$ cat src/card_port_pkg.sv
// Constants shared by the two-wire control port and its card clock generators
//
// Overview of operation
// - Works at 100 kHz and 400 kHz
// - Data change at clock high is control
// - Data fall at clock high is start
// - Data rise at clock high is stop
// - Eight data bits plus ninth acknowledge clock
// - Slave acknowledges every received byte low; an address byte that does not match gets no acknowledge
// - Slave releases data after missing acknowledge
// - Reads continue while master keeps acknowledging
// - Address bit 3 selects card
// - Upper nibble 0100, bits 2:1 from pins
// - Address bit 0 one means read
// - Bit 0 starts or stops session
// - Bit 1 warm reset, hardware clears
// - Bit 2 set picks lower supply
// - Bit 3 power-down with stopped clock
// - Bit 4 sets stopped clock level
// - Bits 6:5 pick divide 8,4,2,1
// - Bit 7 passes card data to host
// - Divider changes never shorten clock pulses
// - Read is address then status bytes
// - Insertion, fault, mute and early flags hold alert low until read
package card_port_pkg;
    localparam int CARD_COUNT = 2;
    localparam logic [3:0] ADDR_FIXED = 4'h4;
    localparam int ADDR_CARD_POS = 3;
    localparam int ADDR_RW_POS = 0;
    localparam logic [7:0] CTRL_RESET = 8'h00;
    localparam int CTRL_SESSION = 0;
    localparam int CTRL_WARM = 1;
    localparam int CTRL_VCC_LOW = 2;
    localparam int CTRL_LOW_POWER = 3;
    localparam int CTRL_IDLE_LEVEL = 4;
    localparam int CTRL_DIV_A = 5;
    localparam int CTRL_DIV_B = 6;
    localparam int CTRL_HOST_PASS = 7;
    localparam int STAT_PRESENT = 0;
    localparam int STAT_INSERTION = 1;
    localparam int STAT_IO_LEVEL = 2;
    localparam int STAT_SUPPLY = 3;
    localparam int STAT_FAULT = 4;
    localparam int STAT_MUTE = 5;
    localparam int STAT_EARLY = 6;
    localparam int STAT_ACTIVE = 7;
    localparam logic SUPPLY_FLAG_RESET = 1'b1;
    localparam logic [1:0] DIV_BY_8 = 2'h0;
    localparam logic [1:0] DIV_BY_4 = 2'h1;
    localparam logic [1:0] DIV_BY_2 = 2'h2;
    localparam logic [1:0] DIV_BY_1 = 2'h3;
    localparam logic [2:0] DIV_WRAP = 3'h7;
    localparam logic [2:0] BIT_LAST = 3'h7;
endpackage

$ cat src/card_clock_gen.sv
// Card clock generator: divides the synchronised external clock input
`timescale 1ns/1ns
module card_clock_gen
    import card_port_pkg::*;
(
    // Clock and reset
    input wire logic clk,
    input wire logic rst_n,
    // Control
    input wire logic ext_clk_sync,
    input wire logic [1:0] div_sel,
    input wire logic low_power,
    input wire logic idle_level,
    // Card clock
    output logic card_clk
);
    logic ext_prev_reg;
    logic [2:0] cnt_reg;
    logic [2:0] cnt_next;
    logic [1:0] sel_reg;
    logic [1:0] sel_next;
    logic ext_rise;

    assign ext_rise = ext_clk_sync & ~ext_prev_reg;
    assign cnt_next = ext_rise ? cnt_reg + 3'h1 : cnt_reg;
    // All divided phases rise together at the wrap, so a switch there is glitch free
    assign sel_next = (ext_rise && cnt_reg == DIV_WRAP) ? div_sel : sel_reg;

    always_ff @(posedge clk or negedge rst_n)
    begin
        if (!rst_n)
        begin
            ext_prev_reg <= 1'b1;
            cnt_reg <= 3'h0;
            sel_reg <= DIV_BY_8;
        end
        else
        begin
            ext_prev_reg <= ext_clk_sync;
            cnt_reg <= cnt_next;
            sel_reg <= sel_next;
        end
    end

    always_ff @(posedge clk or negedge rst_n)
    begin
        if (!rst_n)
        begin
            card_clk <= 1'b0;
        end
        else if (low_power)
        begin
            card_clk <= idle_level;
        end
        else
        begin
            unique case (sel_next)
                DIV_BY_8: card_clk <= ~cnt_next[2];
                DIV_BY_4: card_clk <= ~cnt_next[1];
                DIV_BY_2: card_clk <= ~cnt_next[0];
                DIV_BY_1: card_clk <= ext_clk_sync;
            endcase
        end
    end
endmodule // card_clock_gen

$ cat src/card_iface_i2c_control_port.sv
// Two-wire slave control port with per-card control bytes and status flags
`timescale 1ns/1ns
module card_iface_i2c_control_port
    import card_port_pkg::*;
(
    // Clock and reset
    input wire logic clk,
    input wire logic rst_n,
    // Two-wire bus pins
    input wire logic scl_in,
    input wire logic sda_in,
    output logic sda_out,
    output logic sda_oe_n,
    // Address select straps
    input wire logic addr_select_pin_lo,
    input wire logic addr_select_pin_hi,
    // Host alert, active low
    output logic irq_n,
    // Card pins and events per card, plus the shared supervisor fault
    input wire logic [1:0] card_present,
    input wire logic [1:0] card_io_in,
    input wire logic [1:0] external_card_clock_input,
    input wire logic supervisor_fault,
    input wire logic [1:0] fault_trip_event,
    input wire logic [1:0] mute_event,
    input wire logic [1:0] early_event,
    input wire logic [1:0] answer_start,
    input wire logic [1:0] card_active,
    // Card control outputs
    output logic [1:0] session_start,
    output logic [1:0] warm_reset_req,
    output logic [1:0] vcc_low_sel,
    output logic [1:0] low_power,
    output logic [1:0] card_clk,
    // Host side data pins
    output logic [1:0] host_side_data_pin_out,
    output logic [1:0] host_side_data_pin_oe_n
);
    typedef enum logic [2:0] {
        IDLE, ADDR, ADDR_ACK, WRITE, WRITE_ACK, READ, READ_ACK, IGNORE
    } bus_state_t;

    // ****************************************
    // Pin synchronisers
    // ****************************************
    localparam int SYNC_W = 10;
    logic [SYNC_W-1:0] meta_reg;
    logic [SYNC_W-1:0] sync_reg;
    logic [SYNC_W-1:0] pins;

    assign pins = {addr_select_pin_hi, addr_select_pin_lo, external_card_clock_input,
                   card_io_in, card_present, sda_in, scl_in};

    always_ff @(posedge clk or negedge rst_n)
    begin
        if (!rst_n)
        begin
            meta_reg <= '1;
            sync_reg <= '1;
        end
        else
        begin
            meta_reg <= pins;
            sync_reg <= meta_reg;
        end
    end

    logic scl;
    logic sda;
    logic [1:0] present_s;
    logic [1:0] cio_s;
    logic [1:0] eck_s;
    logic [1:0] pin_addr;

    assign scl = sync_reg[0];
    assign sda = sync_reg[1];
    assign present_s = sync_reg[3:2];
    assign cio_s = sync_reg[5:4];
    assign eck_s = sync_reg[7:6];
    assign pin_addr = {sync_reg[9], sync_reg[8]};

    // ****************************************
    // Bus condition detection
    // ****************************************
    logic scl_prev_reg;
    logic sda_prev_reg;
    logic scl_rise;
    logic scl_fall;
    logic start_det;
    logic stop_det;

    always_ff @(posedge clk or negedge rst_n)
    begin
        if (!rst_n)
        begin
            scl_prev_reg <= 1'b1;
            sda_prev_reg <= 1'b1;
        end
        else
        begin
            scl_prev_reg <= scl;
            sda_prev_reg <= sda;
        end
    end

    // Oversampling at 250 MHz serves both bus rates
    assign scl_rise = scl & ~scl_prev_reg;
    assign scl_fall = ~scl & scl_prev_reg;
    assign start_det = scl & scl_prev_reg & sda_prev_reg & ~sda;
    assign stop_det = scl & scl_prev_reg & ~sda_prev_reg & sda;

    // ****************************************
    // Protocol engine
    // ****************************************
    bus_state_t state_reg;
    logic [2:0] bit_cnt_reg;
    logic [7:0] shift_reg;
    logic [7:0] read_snap_reg;
    logic card_sel_reg;
    logic rw_reg;
    logic master_ack_reg;
    logic addr_full_reg;
    logic sda_oe_n_reg;
    logic [7:0] status_byte [CARD_COUNT];
    logic addr_match;
    logic wr_stb;
    logic rd_stb;

    assign addr_match = shift_reg[7:4] == ADDR_FIXED && shift_reg[2:1] == pin_addr;
    assign wr_stb = state_reg == WRITE && scl_fall && bit_cnt_reg == BIT_LAST;
    assign rd_stb = state_reg == READ_ACK && scl_rise;

    always_ff @(posedge clk or negedge rst_n)
    begin
        if (!rst_n)
        begin
            state_reg <= IDLE;
            bit_cnt_reg <= 3'h0;
            shift_reg <= 8'h00;
            read_snap_reg <= 8'h00;
            card_sel_reg <= 1'b0;
            rw_reg <= 1'b0;
            master_ack_reg <= 1'b0;
            addr_full_reg <= 1'b0;
            sda_oe_n_reg <= 1'b1;
        end
        else if (start_det)
        begin
            state_reg <= ADDR;
            bit_cnt_reg <= 3'h0;
            addr_full_reg <= 1'b0;
            sda_oe_n_reg <= 1'b1;
        end
        else if (stop_det)
        begin
            state_reg <= IDLE;
            sda_oe_n_reg <= 1'b1;
        end
        else
        begin
            unique case (state_reg)
                IDLE, IGNORE:
                begin
                    sda_oe_n_reg <= 1'b1;
                end
                ADDR:
                begin
                    if (scl_rise)
                    begin
                        shift_reg <= {shift_reg[6:0], sda};
                        bit_cnt_reg <= bit_cnt_reg + 3'h1;
                        addr_full_reg <= (bit_cnt_reg == BIT_LAST);
                    end
                    // Bits are counted on rises: the fall that ends the start carries none
                    if (scl_fall && addr_full_reg)
                    begin
                        if (addr_match)
                        begin
                            card_sel_reg <= shift_reg[ADDR_CARD_POS];
                            rw_reg <= shift_reg[ADDR_RW_POS];
                            sda_oe_n_reg <= 1'b0;
                            state_reg <= ADDR_ACK;
                        end
                        else
                        begin
                            state_reg <= IGNORE;
                        end
                    end
                end
                ADDR_ACK:
                begin
                    if (scl_fall)
                    begin
                        bit_cnt_reg <= 3'h0;
                        if (rw_reg)
                        begin
                            shift_reg <= status_byte[card_sel_reg];
                            read_snap_reg <= status_byte[card_sel_reg];
                            sda_oe_n_reg <= status_byte[card_sel_reg][7];
                            state_reg <= READ;
                        end
                        else
                        begin
                            sda_oe_n_reg <= 1'b1;
                            state_reg <= WRITE;
                        end
                    end
                end
                WRITE:
                begin
                    if (scl_rise)
                    begin
                        shift_reg <= {shift_reg[6:0], sda};
                    end
                    if (scl_fall)
                    begin
                        if (bit_cnt_reg == BIT_LAST)
                        begin
                            sda_oe_n_reg <= 1'b0;
                            state_reg <= WRITE_ACK;
                        end
                        else
                        begin
                            bit_cnt_reg <= bit_cnt_reg + 3'h1;
                        end
                    end
                end
                WRITE_ACK:
                begin
                    if (scl_fall)
                    begin
                        sda_oe_n_reg <= 1'b1;
                        bit_cnt_reg <= 3'h0;
                        state_reg <= WRITE;
                    end
                end
                READ:
                begin
                    if (scl_fall)
                    begin
                        if (bit_cnt_reg == BIT_LAST)
                        begin
                            sda_oe_n_reg <= 1'b1;
                            state_reg <= READ_ACK;
                        end
                        else
                        begin
                            bit_cnt_reg <= bit_cnt_reg + 3'h1;
                            shift_reg <= {shift_reg[6:0], 1'b0};
                            sda_oe_n_reg <= shift_reg[6];
                        end
                    end
                end
                READ_ACK:
                begin
                    if (scl_rise)
                    begin
                        master_ack_reg <= ~sda;
                    end
                    if (scl_fall)
                    begin
                        bit_cnt_reg <= 3'h0;
                        if (master_ack_reg)
                        begin
                            shift_reg <= status_byte[card_sel_reg];
                            read_snap_reg <= status_byte[card_sel_reg];
                            sda_oe_n_reg <= status_byte[card_sel_reg][7];
                            state_reg <= READ;
                        end
                        else
                        begin
                            sda_oe_n_reg <= 1'b1;
                            state_reg <= IGNORE;
                        end
                    end
                end
            endcase
        end
    end

    assign sda_oe_n = sda_oe_n_reg;
    assign sda_out = 1'b0;

    // ****************************************
    // Per-card control bytes, status flags and clocks
    // ****************************************
    logic [7:0] ctrl_reg [CARD_COUNT];
    logic [CARD_COUNT-1:0] alert_src;

    for (genvar c = 0; c < CARD_COUNT; c++)
    begin : g_card
        logic present_prev_reg;
        logic insert_reg;
        logic supply_reg;
        logic fault_reg;
        logic mute_reg;
        logic early_reg;
        logic this_read;
        logic warm_clr;

        assign this_read = rd_stb && card_sel_reg == c;
        assign warm_clr = answer_start[c] | (this_read & read_snap_reg[STAT_MUTE]);

        always_ff @(posedge clk or negedge rst_n)
        begin
            if (!rst_n)
            begin
                ctrl_reg[c] <= CTRL_RESET;
            end
            else if (wr_stb && card_sel_reg == c)
            begin
                ctrl_reg[c] <= shift_reg;
            end
            else if (warm_clr)
            begin
                ctrl_reg[c][CTRL_WARM] <= 1'b0;
            end
        end

        // Read clears only what was shown; a new event in the same cycle wins
        always_ff @(posedge clk or negedge rst_n)
        begin
            if (!rst_n)
            begin
                present_prev_reg <= 1'b1;
                insert_reg <= 1'b0;
                supply_reg <= SUPPLY_FLAG_RESET;
                fault_reg <= 1'b0;
                mute_reg <= 1'b0;
                early_reg <= 1'b0;
            end
            else
            begin
                present_prev_reg <= present_s[c];
                insert_reg <= (present_s[c] ^ present_prev_reg) |
                              (insert_reg & ~(this_read & read_snap_reg[STAT_INSERTION]));
                supply_reg <= supervisor_fault |
                              (supply_reg & ~(this_read & read_snap_reg[STAT_SUPPLY]));
                fault_reg <= fault_trip_event[c] |
                             (fault_reg & ~(this_read & read_snap_reg[STAT_FAULT]));
                mute_reg <= mute_event[c] |
                            (mute_reg & ~(this_read & read_snap_reg[STAT_MUTE]));
                early_reg <= early_event[c] |
                             (early_reg & ~(this_read & read_snap_reg[STAT_EARLY]));
            end
        end

        assign status_byte[c] = {card_active[c], early_reg, mute_reg, fault_reg,
                                 supply_reg, cio_s[c], insert_reg, present_s[c]};
        assign alert_src[c] = insert_reg | mute_reg | early_reg | fault_reg;

        always_ff @(posedge clk or negedge rst_n)
        begin
            if (!rst_n)
            begin
                host_side_data_pin_out[c] <= 1'b1;
                host_side_data_pin_oe_n[c] <= 1'b1;
            end
            else
            begin
                host_side_data_pin_out[c] <= cio_s[c];
                host_side_data_pin_oe_n[c] <= ~ctrl_reg[c][CTRL_HOST_PASS];
            end
        end

        assign session_start[c] = ctrl_reg[c][CTRL_SESSION];
        assign warm_reset_req[c] = ctrl_reg[c][CTRL_WARM];
        assign vcc_low_sel[c] = ctrl_reg[c][CTRL_VCC_LOW];
        assign low_power[c] = ctrl_reg[c][CTRL_LOW_POWER];

        card_clock_gen u_clk (
            .clk(clk),
            .rst_n(rst_n),
            .ext_clk_sync(eck_s[c]),
            .div_sel({ctrl_reg[c][CTRL_DIV_B], ctrl_reg[c][CTRL_DIV_A]}),
            .low_power(ctrl_reg[c][CTRL_LOW_POWER]),
            .idle_level(ctrl_reg[c][CTRL_IDLE_LEVEL]),
            .card_clk(card_clk[c])
        );
    end

    always_ff @(posedge clk or negedge rst_n)
    begin
        if (!rst_n)
        begin
            irq_n <= 1'b1;
        end
        else
        begin
            irq_n <= ~|alert_src;
        end
    end
endmodule // card_iface_i2c_control_port

$ cat config.mk
export PLATFORM = sky130hd
export DESIGN_NAME = card_iface_i2c_control_port
export DESIGN_NICKNAME = d
export VERILOG_FILES = /design/src/card_port_pkg.sv /design/src/card_clock_gen.sv /design/src/card_iface_i2c_control_port.sv
export SDC_FILE = /design/constraint.sdc
export NUM_CORES = 1
export LEC_CHECK = 0
export ABC_AREA = 0
export BUFFER_PORTS_ARGS = -buffer_cell sky130_fd_sc_hd__clkbuf_2
export CAP_MARGIN = 40
export CORE_MARGIN = 2
export CORE_UTILIZATION = 31
export CTS_CLUSTER_DIAMETER = 200
export CTS_CLUSTER_SIZE = 24
export DETAILED_ROUTE_END_ITERATION = 10
export PLACE_DENSITY_LB_ADDON = 0.1
export SETUP_SLACK_MARGIN = 0.3
export SLEW_MARGIN = 20
export SYNTH_ARGS = -nofsm -noshare
export SYNTH_HDL_FRONTEND = slang
export SYNTH_SLANG_ARGS = --single-unit
$ cat constraint.sdc
create_clock -name clk -period 1.8 [get_ports clk]
set_input_delay 0.36 -clock clk [delete_from_list [all_inputs] [get_ports clk]]
set_output_delay 0.36 -clock clk [all_outputs]
set_load 0.005 [all_outputs]
# Yosys cells after proc, flatten, opt, wreduce, memory -nomap -nowiden
# Cells that the tools add are included.
[classes] add_sub_neg=3 n_lt_le_gt_ge=1 n_eq_ne=39 muxes=63 n_bitwise=77 reduce_logical=36
[ops] op="8-bit two-way mux" count=10
[ops] op="3-bit two-way mux" count=20
[ops] op="4-bit != test, second input constant" count=8
[ops] op="8-bit one-hot mux with 4 select lines" count=1
[ops] op="1-bit AND" count=29
[ops] op="1-bit NOT" count=27
[ops] op="1-bit two-way mux" count=23
[ops] op="3-bit equality test, second input constant" count=7
[ops] op="1-bit OR" count=18
[ops] op="3-bit one-hot mux with 6 select lines" count=1
[ops] op="2-bit != test, second input constant" count=7
[ops] op="7-bit one-hot mux with 2 select lines" count=1
[ops] op="1-bit logical AND" count=11
[ops] op="10-bit AND reduction" count=1
[ops] op="2-bit nonzero test" count=5
[ops] op="3-bit by 1-bit adder with 3-bit output, second input constant" count=3
[ops] op="3-bit one-hot mux with 3 select lines" count=1
[ops] op="9-bit AND reduction" count=1
[ops] op="2-bit equality test, second input constant" count=4
[ops] op="1-bit one-hot mux with 4 select lines" count=2
[ops] op="8-bit AND reduction" count=1
[ops] op="4-bit nonzero test" count=2
[ops] op="8-bit nonzero test" count=1
[ops] op="2-bit OR reduction" count=4
[ops] op="23 further kinds" count=31
[word_totals] reg_bits=95 in_bits=23 output_inout_bits=17 elab_cells=261

# Longest topological paths before layout
[depth] ltp_word=9 depth_mapped=7 ltp_nobuf=7

# Cells and area by module
# From an unflattened synthesis, not the netlist that was laid out.
[unflattened] hier_cells=363 area_unflattened_um2=4400.5
[modules_own_cells] mod="card_iface_i2c_control_port" instances=1 cells_each=295 area_each_um2=3552.2 seq_area_each_um2=2016.9
[modules_own_cells] mod="card_clock_gen" instances=2 cells_each=34 area_each_um2=424.2 seq_area_each_um2=176.4

# Least setup slack after synthesis
# No wires, ideal clock.
[synth_path] kind="register -> register" start="register bit_cnt_reg[0]" end="register state_reg[0]" setup_ns=0.125 t_arrival_ns=1.848 required_time_ns=1.675 path_slack_ns=-0.173 stages_incl_launch_ff=8 n_path_buf=0 synth_period_minus_slack_ns=1.973 cell_sequence="dfrtp_1 > ha_1 > ha_1 > and2_1 > a2111oi_0 > a211oi_1 > o21a_1 > mux2_4"
[synth_via] elab_chain_len=3 word_cells_on_any_way=4 classes_between="eq/ne: 3; reduce/logical: 1"
[synth_rtl] item="start: declaration" line_no="card_iface_i2c_control_port.sv:116" source="logic [2:0] bit_cnt_reg;"
[synth_rtl] item="start signal: assignment" line_no="card_iface_i2c_control_port.sv:171" source="bit_cnt_reg <= bit_cnt_reg + 3'h1;"
[synth_rtl] item="start signal: assignment" line_no="card_iface_i2c_control_port.sv:224" source="bit_cnt_reg <= bit_cnt_reg + 3'h1;"
[synth_rtl] item="start signal: assignment" line_no="card_iface_i2c_control_port.sv:248" source="bit_cnt_reg <= bit_cnt_reg + 3'h1;"
[synth_rtl] item="3-bit equality test (*)" line_no="card_iface_i2c_control_port.sv:217, card_iface_i2c_control_port.sv:241"
[synth_rtl] item="4-bit != test (no line) / 4-bit by 3-bit != test with 1-bit output (equally long branches)"
[synth_rtl] item="9-bit AND reduction (no line) (*)"
[synth_rtl] item="end signal: assignment" line_no="card_iface_i2c_control_port.sv:220" source="state_reg <= WRITE_ACK;"
[synth_rtl] item="end signal: assignment" line_no="card_iface_i2c_control_port.sv:234" source="state_reg <= WRITE;"
[synth_rtl] item="end signal: assignment" line_no="card_iface_i2c_control_port.sv:244" source="state_reg <= READ_ACK;"
[synth_rtl] item="end: declaration" line_no="card_iface_i2c_control_port.sv:115" source="bus_state_t state_reg;"
# Every way passes the cells marked *; elsewhere a longest branch is shown, timed or not.
# A chain may end at the register's enable or synchronous reset.

# Final worst setup path
# Ends and elaborated chain as after synthesis.

==> results.py <==
metrics = {
    "critical_path": {
        "rrSetupSlack_ps": -100,
        "cp.arrival_ps": 2140,
        "path_max_fanout": 4,
        "path_class": "register to register",
        "start_kind": "register",
        "crit_required_ps": 2040,
        "worst_setup_path_end_kind": "register",
    },
    "grt": {
        "gr-total-overflow": 0,
        "grt_pass1_vias": 3132,
        "grt_use_total_pct": 14.92,
        "grt_pass1_wl_mm": 16.44,
        "antenna_found_initial": 0,
        "grt_max_degree": 34,
    },
    "route": {
        "firstDrtPassIters": 4,
        "drt_iter0_drc": 202,
        "ant_nets": 0,
        "finalWirelength_mm": 10.13,
        "highest_layer": "met4",
        "met2_length_mm": 5.001,
        "drt-met1-wl_mm": 4.645,
        "dr_wl_met3_microns": 286,
        "drc": 0,
        "avgViaCountPerCell": 4.744,
        "wire_per_inst_microns": 15.82,
        "vias": 3036,
    },
    "sta": {
        "post-route-period-util_pct": 105.6,
        "setup_ws_ps": -100.8,
        "finalHoldViolCount": 0,
        "rsz0062_at_grt": "yes",
        "hold_slack_ps": 85.52,
        "min_period_ps": 1901,
        "tns_ps": -1270,
        "finalSetupViolCount": 19,
        "clock_skew_ps": 5.769,
        "slew_violations": 0,
        "fmax_mhz": 526.1,
    },
    "die": {
        "ios": 40,
        "core_sq_um": 13240,
        "row_count": 42,
        "start_util_pct": 31.67,
        "die_area_sq_um": 14480,
        "fp.dieW_microns": 120.3,
        "die_h_microns": 120.3,
    },
    "clocking": {
        "clockBufferDepth": 2,
        "cts_root_buf": "clkbuf_16",
        "cts_tree": "yes",
        "cts_htree_levels": 3,
        "clk_pin_slew_worst_paths_ps": 70,
        "cts.sinks": 93,
        "clkLatencyLatePin_ps": 350,
        "cts_buffers": 9,
    },
    "min_path": {
        "hp-class": "input pin to register",
    },
    "logic_synthesis": {
        "yosys.area.top_type": "dfrtp_1",
        "synth-async-reset-ratio_pct": 100.0,
        "syn_area_sq_um": 4194,
        "yosys_most_used_dff": "dfrtp_1",
        "ys_ff_latch": 93,
        "synth_top_area_share_pct": 35.20,
        "syn_inst": 351,
        "syn-num-nets": 380,
        "seq_area_frac_synth_pct": 56.50,
        "synth-edff-count": 0,
        "yosysWarnings": 0,
        "synth_cell_type_count": 49,
        "synth.avg_cell_area_sq_um": 11.95,
        "yosys-top-cells-area": "dfrtp_1 (35%), dfstp_2 (21%), mux2_2 (9.4%), mux2i_1 (4.5%), nand2_1 (3.1%)",
    },
    "pwr": {
        "leakagePower_nw": 2.649,
        "power_density_nw_per_um2": 1388,
        "peakVddDrop_mv": 0.4378,
    },
    "placed_design": {
        "dpl_cell_area_sq_um": 5071,
        "portBuffers": 38,
        "dpl.hpwl_mm": 6.796,
        "gp_congestion": 0.7826,
        "dpl.cell_count": 594,
    },
    "final_layout": {
        "final_cell_area_sq_um": 6082,
        "drive_gt1_share_pct": 59.91,
        "num-nets-final": 488,
        "fin_cells": 640,
        "utilization_pct": 45.93,
        "register_area_sq_um": 2372,
        "diodes": 0,
        "multiInputGateArea_sq_um": 2137,
        "nFillCells": 1251,
        "syn2layout_area_growth_pct": 45.02,
    },
    "status": {
        "violations": "setup timing",
        "status": "finished with violations",
    },
    "flow_run": {
        "drv_cap": 0,
    },
}
==> stage by stage <==
step                      worst slack, ps  power [mW]
after floorplan                     3.795       4.432
after global placement             -302.3       5.378
after detailed placement           -309.8       5.403
after CTS                          -160.0       8.183
after global routing               -162.8       8.956
final                              -100.8       8.445
==> critical path, cell delays in order, from the launching register on <==
cell      delay [ps]
dfrtp_1          380
ha_2             200
ha_4             170
buf_6            120
buf_4            140
a211oi_2         170
a21oi_1           50
o21a_2           250
mux2_4           300
==> metal layers <==
layer  global-route usage (%)  up-vias
met1                    19.59     1534
met2                    24.18       46
met5                        0        -
met3                    2.547       14
li1                         -     1442
met4                    6.759        0
==> cell families (layout without fill, tap and decap cells) <==
logic type | Yosys count | after routing | share of synthesized area (%)
simple gates | 90 | 90 | 11.72
buf+inv | 34 | 147 | 4.266
other cells | 1 | 1 | 0.08941
xor+xnor | 8 | 8 | 1.671
compound gates | 64 | 64 | 9.666
flops | 93 | 93 | 56.50
mux | 55 | 55 | 14.29
fa+ha+maj | 6 | 6 | 1.790
==> cell usage after synthesis, types with 6 or more instances <==
library cell	number
dfrtp_1	59
mux2_2	35
nand2_1	35
dfstp_2	34
o21ai_0	25
mux2i_1	19
a21o_1	11
buf_4	11
nor2_1	11
inv_1	9
a21oi_1	8
buf_2	8
clkbuf_1	6
ha_1	6
nand2b_1	6
nand3b_1	6
nor3_1	6
xor2_1	6
==> cell type report <==
| type | instances | area share, % |
|---|---|---|
| inverters | 9 | 0.6583 |
| clock inverters | 6 | 1.543 |
| well taps | 176 | 3.621 |
| clock buffers | 10 | 3.765 |
| repair buffers | 122 | 16.27 |
| multi-input cells | 224 | 35.14 |
| flip-flops and latches | 93 | 39.00 |
==> placed cells by master (no fill, tap or decap), drive strengths merged, types with 2 or more instances in the layout <==
master	n
a21oi	8
a31oi	3
nor4	2
o22ai	2
xor2	6
nor2b	3
ha	6
dfrtp	59
nand2b	6
and3b	3
mux2	36
or4	3
xnor2	2
buf	83
nand2	35
a211oi	3
clkbuf	48
a22oi	3
mux2i	19
and2	4
nor3	7
bufinv	2
or3	2
a21o	11
nand3b	6
and3	2
o21ai	25
nor2	11
inv	11
dfstp	34
o2111ai	2
==> power breakdown <==
part | leakage [nW] | total, mW | internal, mW | switching (mW)
registers | 1.08 | 2.83 | 2.50 | 0.329
logic | 1.41 | 3.53 | 1.98 | 1.55
clock network | 0.159 | 2.09 | 1.24 | 0.851
==> worst paths after layout <==
path	start	cells past startpoint	endpoint
hold reg to reg	meta_reg[4]	0	sync_reg[4]
max in group asynchronous	rst_n	3	irq_n
setup reg to reg	bit_cnt_reg[0]	8	state_reg[0]
min in group asynchronous	rst_n	2	g_card[1].u_clk.cnt_reg[0]
hold / removal	card_present[0]	1	meta_reg[2]
setup / recovery	bit_cnt_reg[0]	8	state_reg[0]
==> timing repair <==
item / 4_1_cts / 5_1_grt
setup buffers: 18 / 9
hold endpoints to repair: 10 / 0
hold buffers: 1 / 0
gates resized for setup: 79 / 41
pin swaps: 25 / 22
endpoints found under the setup margin: 50 / 51
cloned: 2 / 0
(Power assumes the default switching activity.)
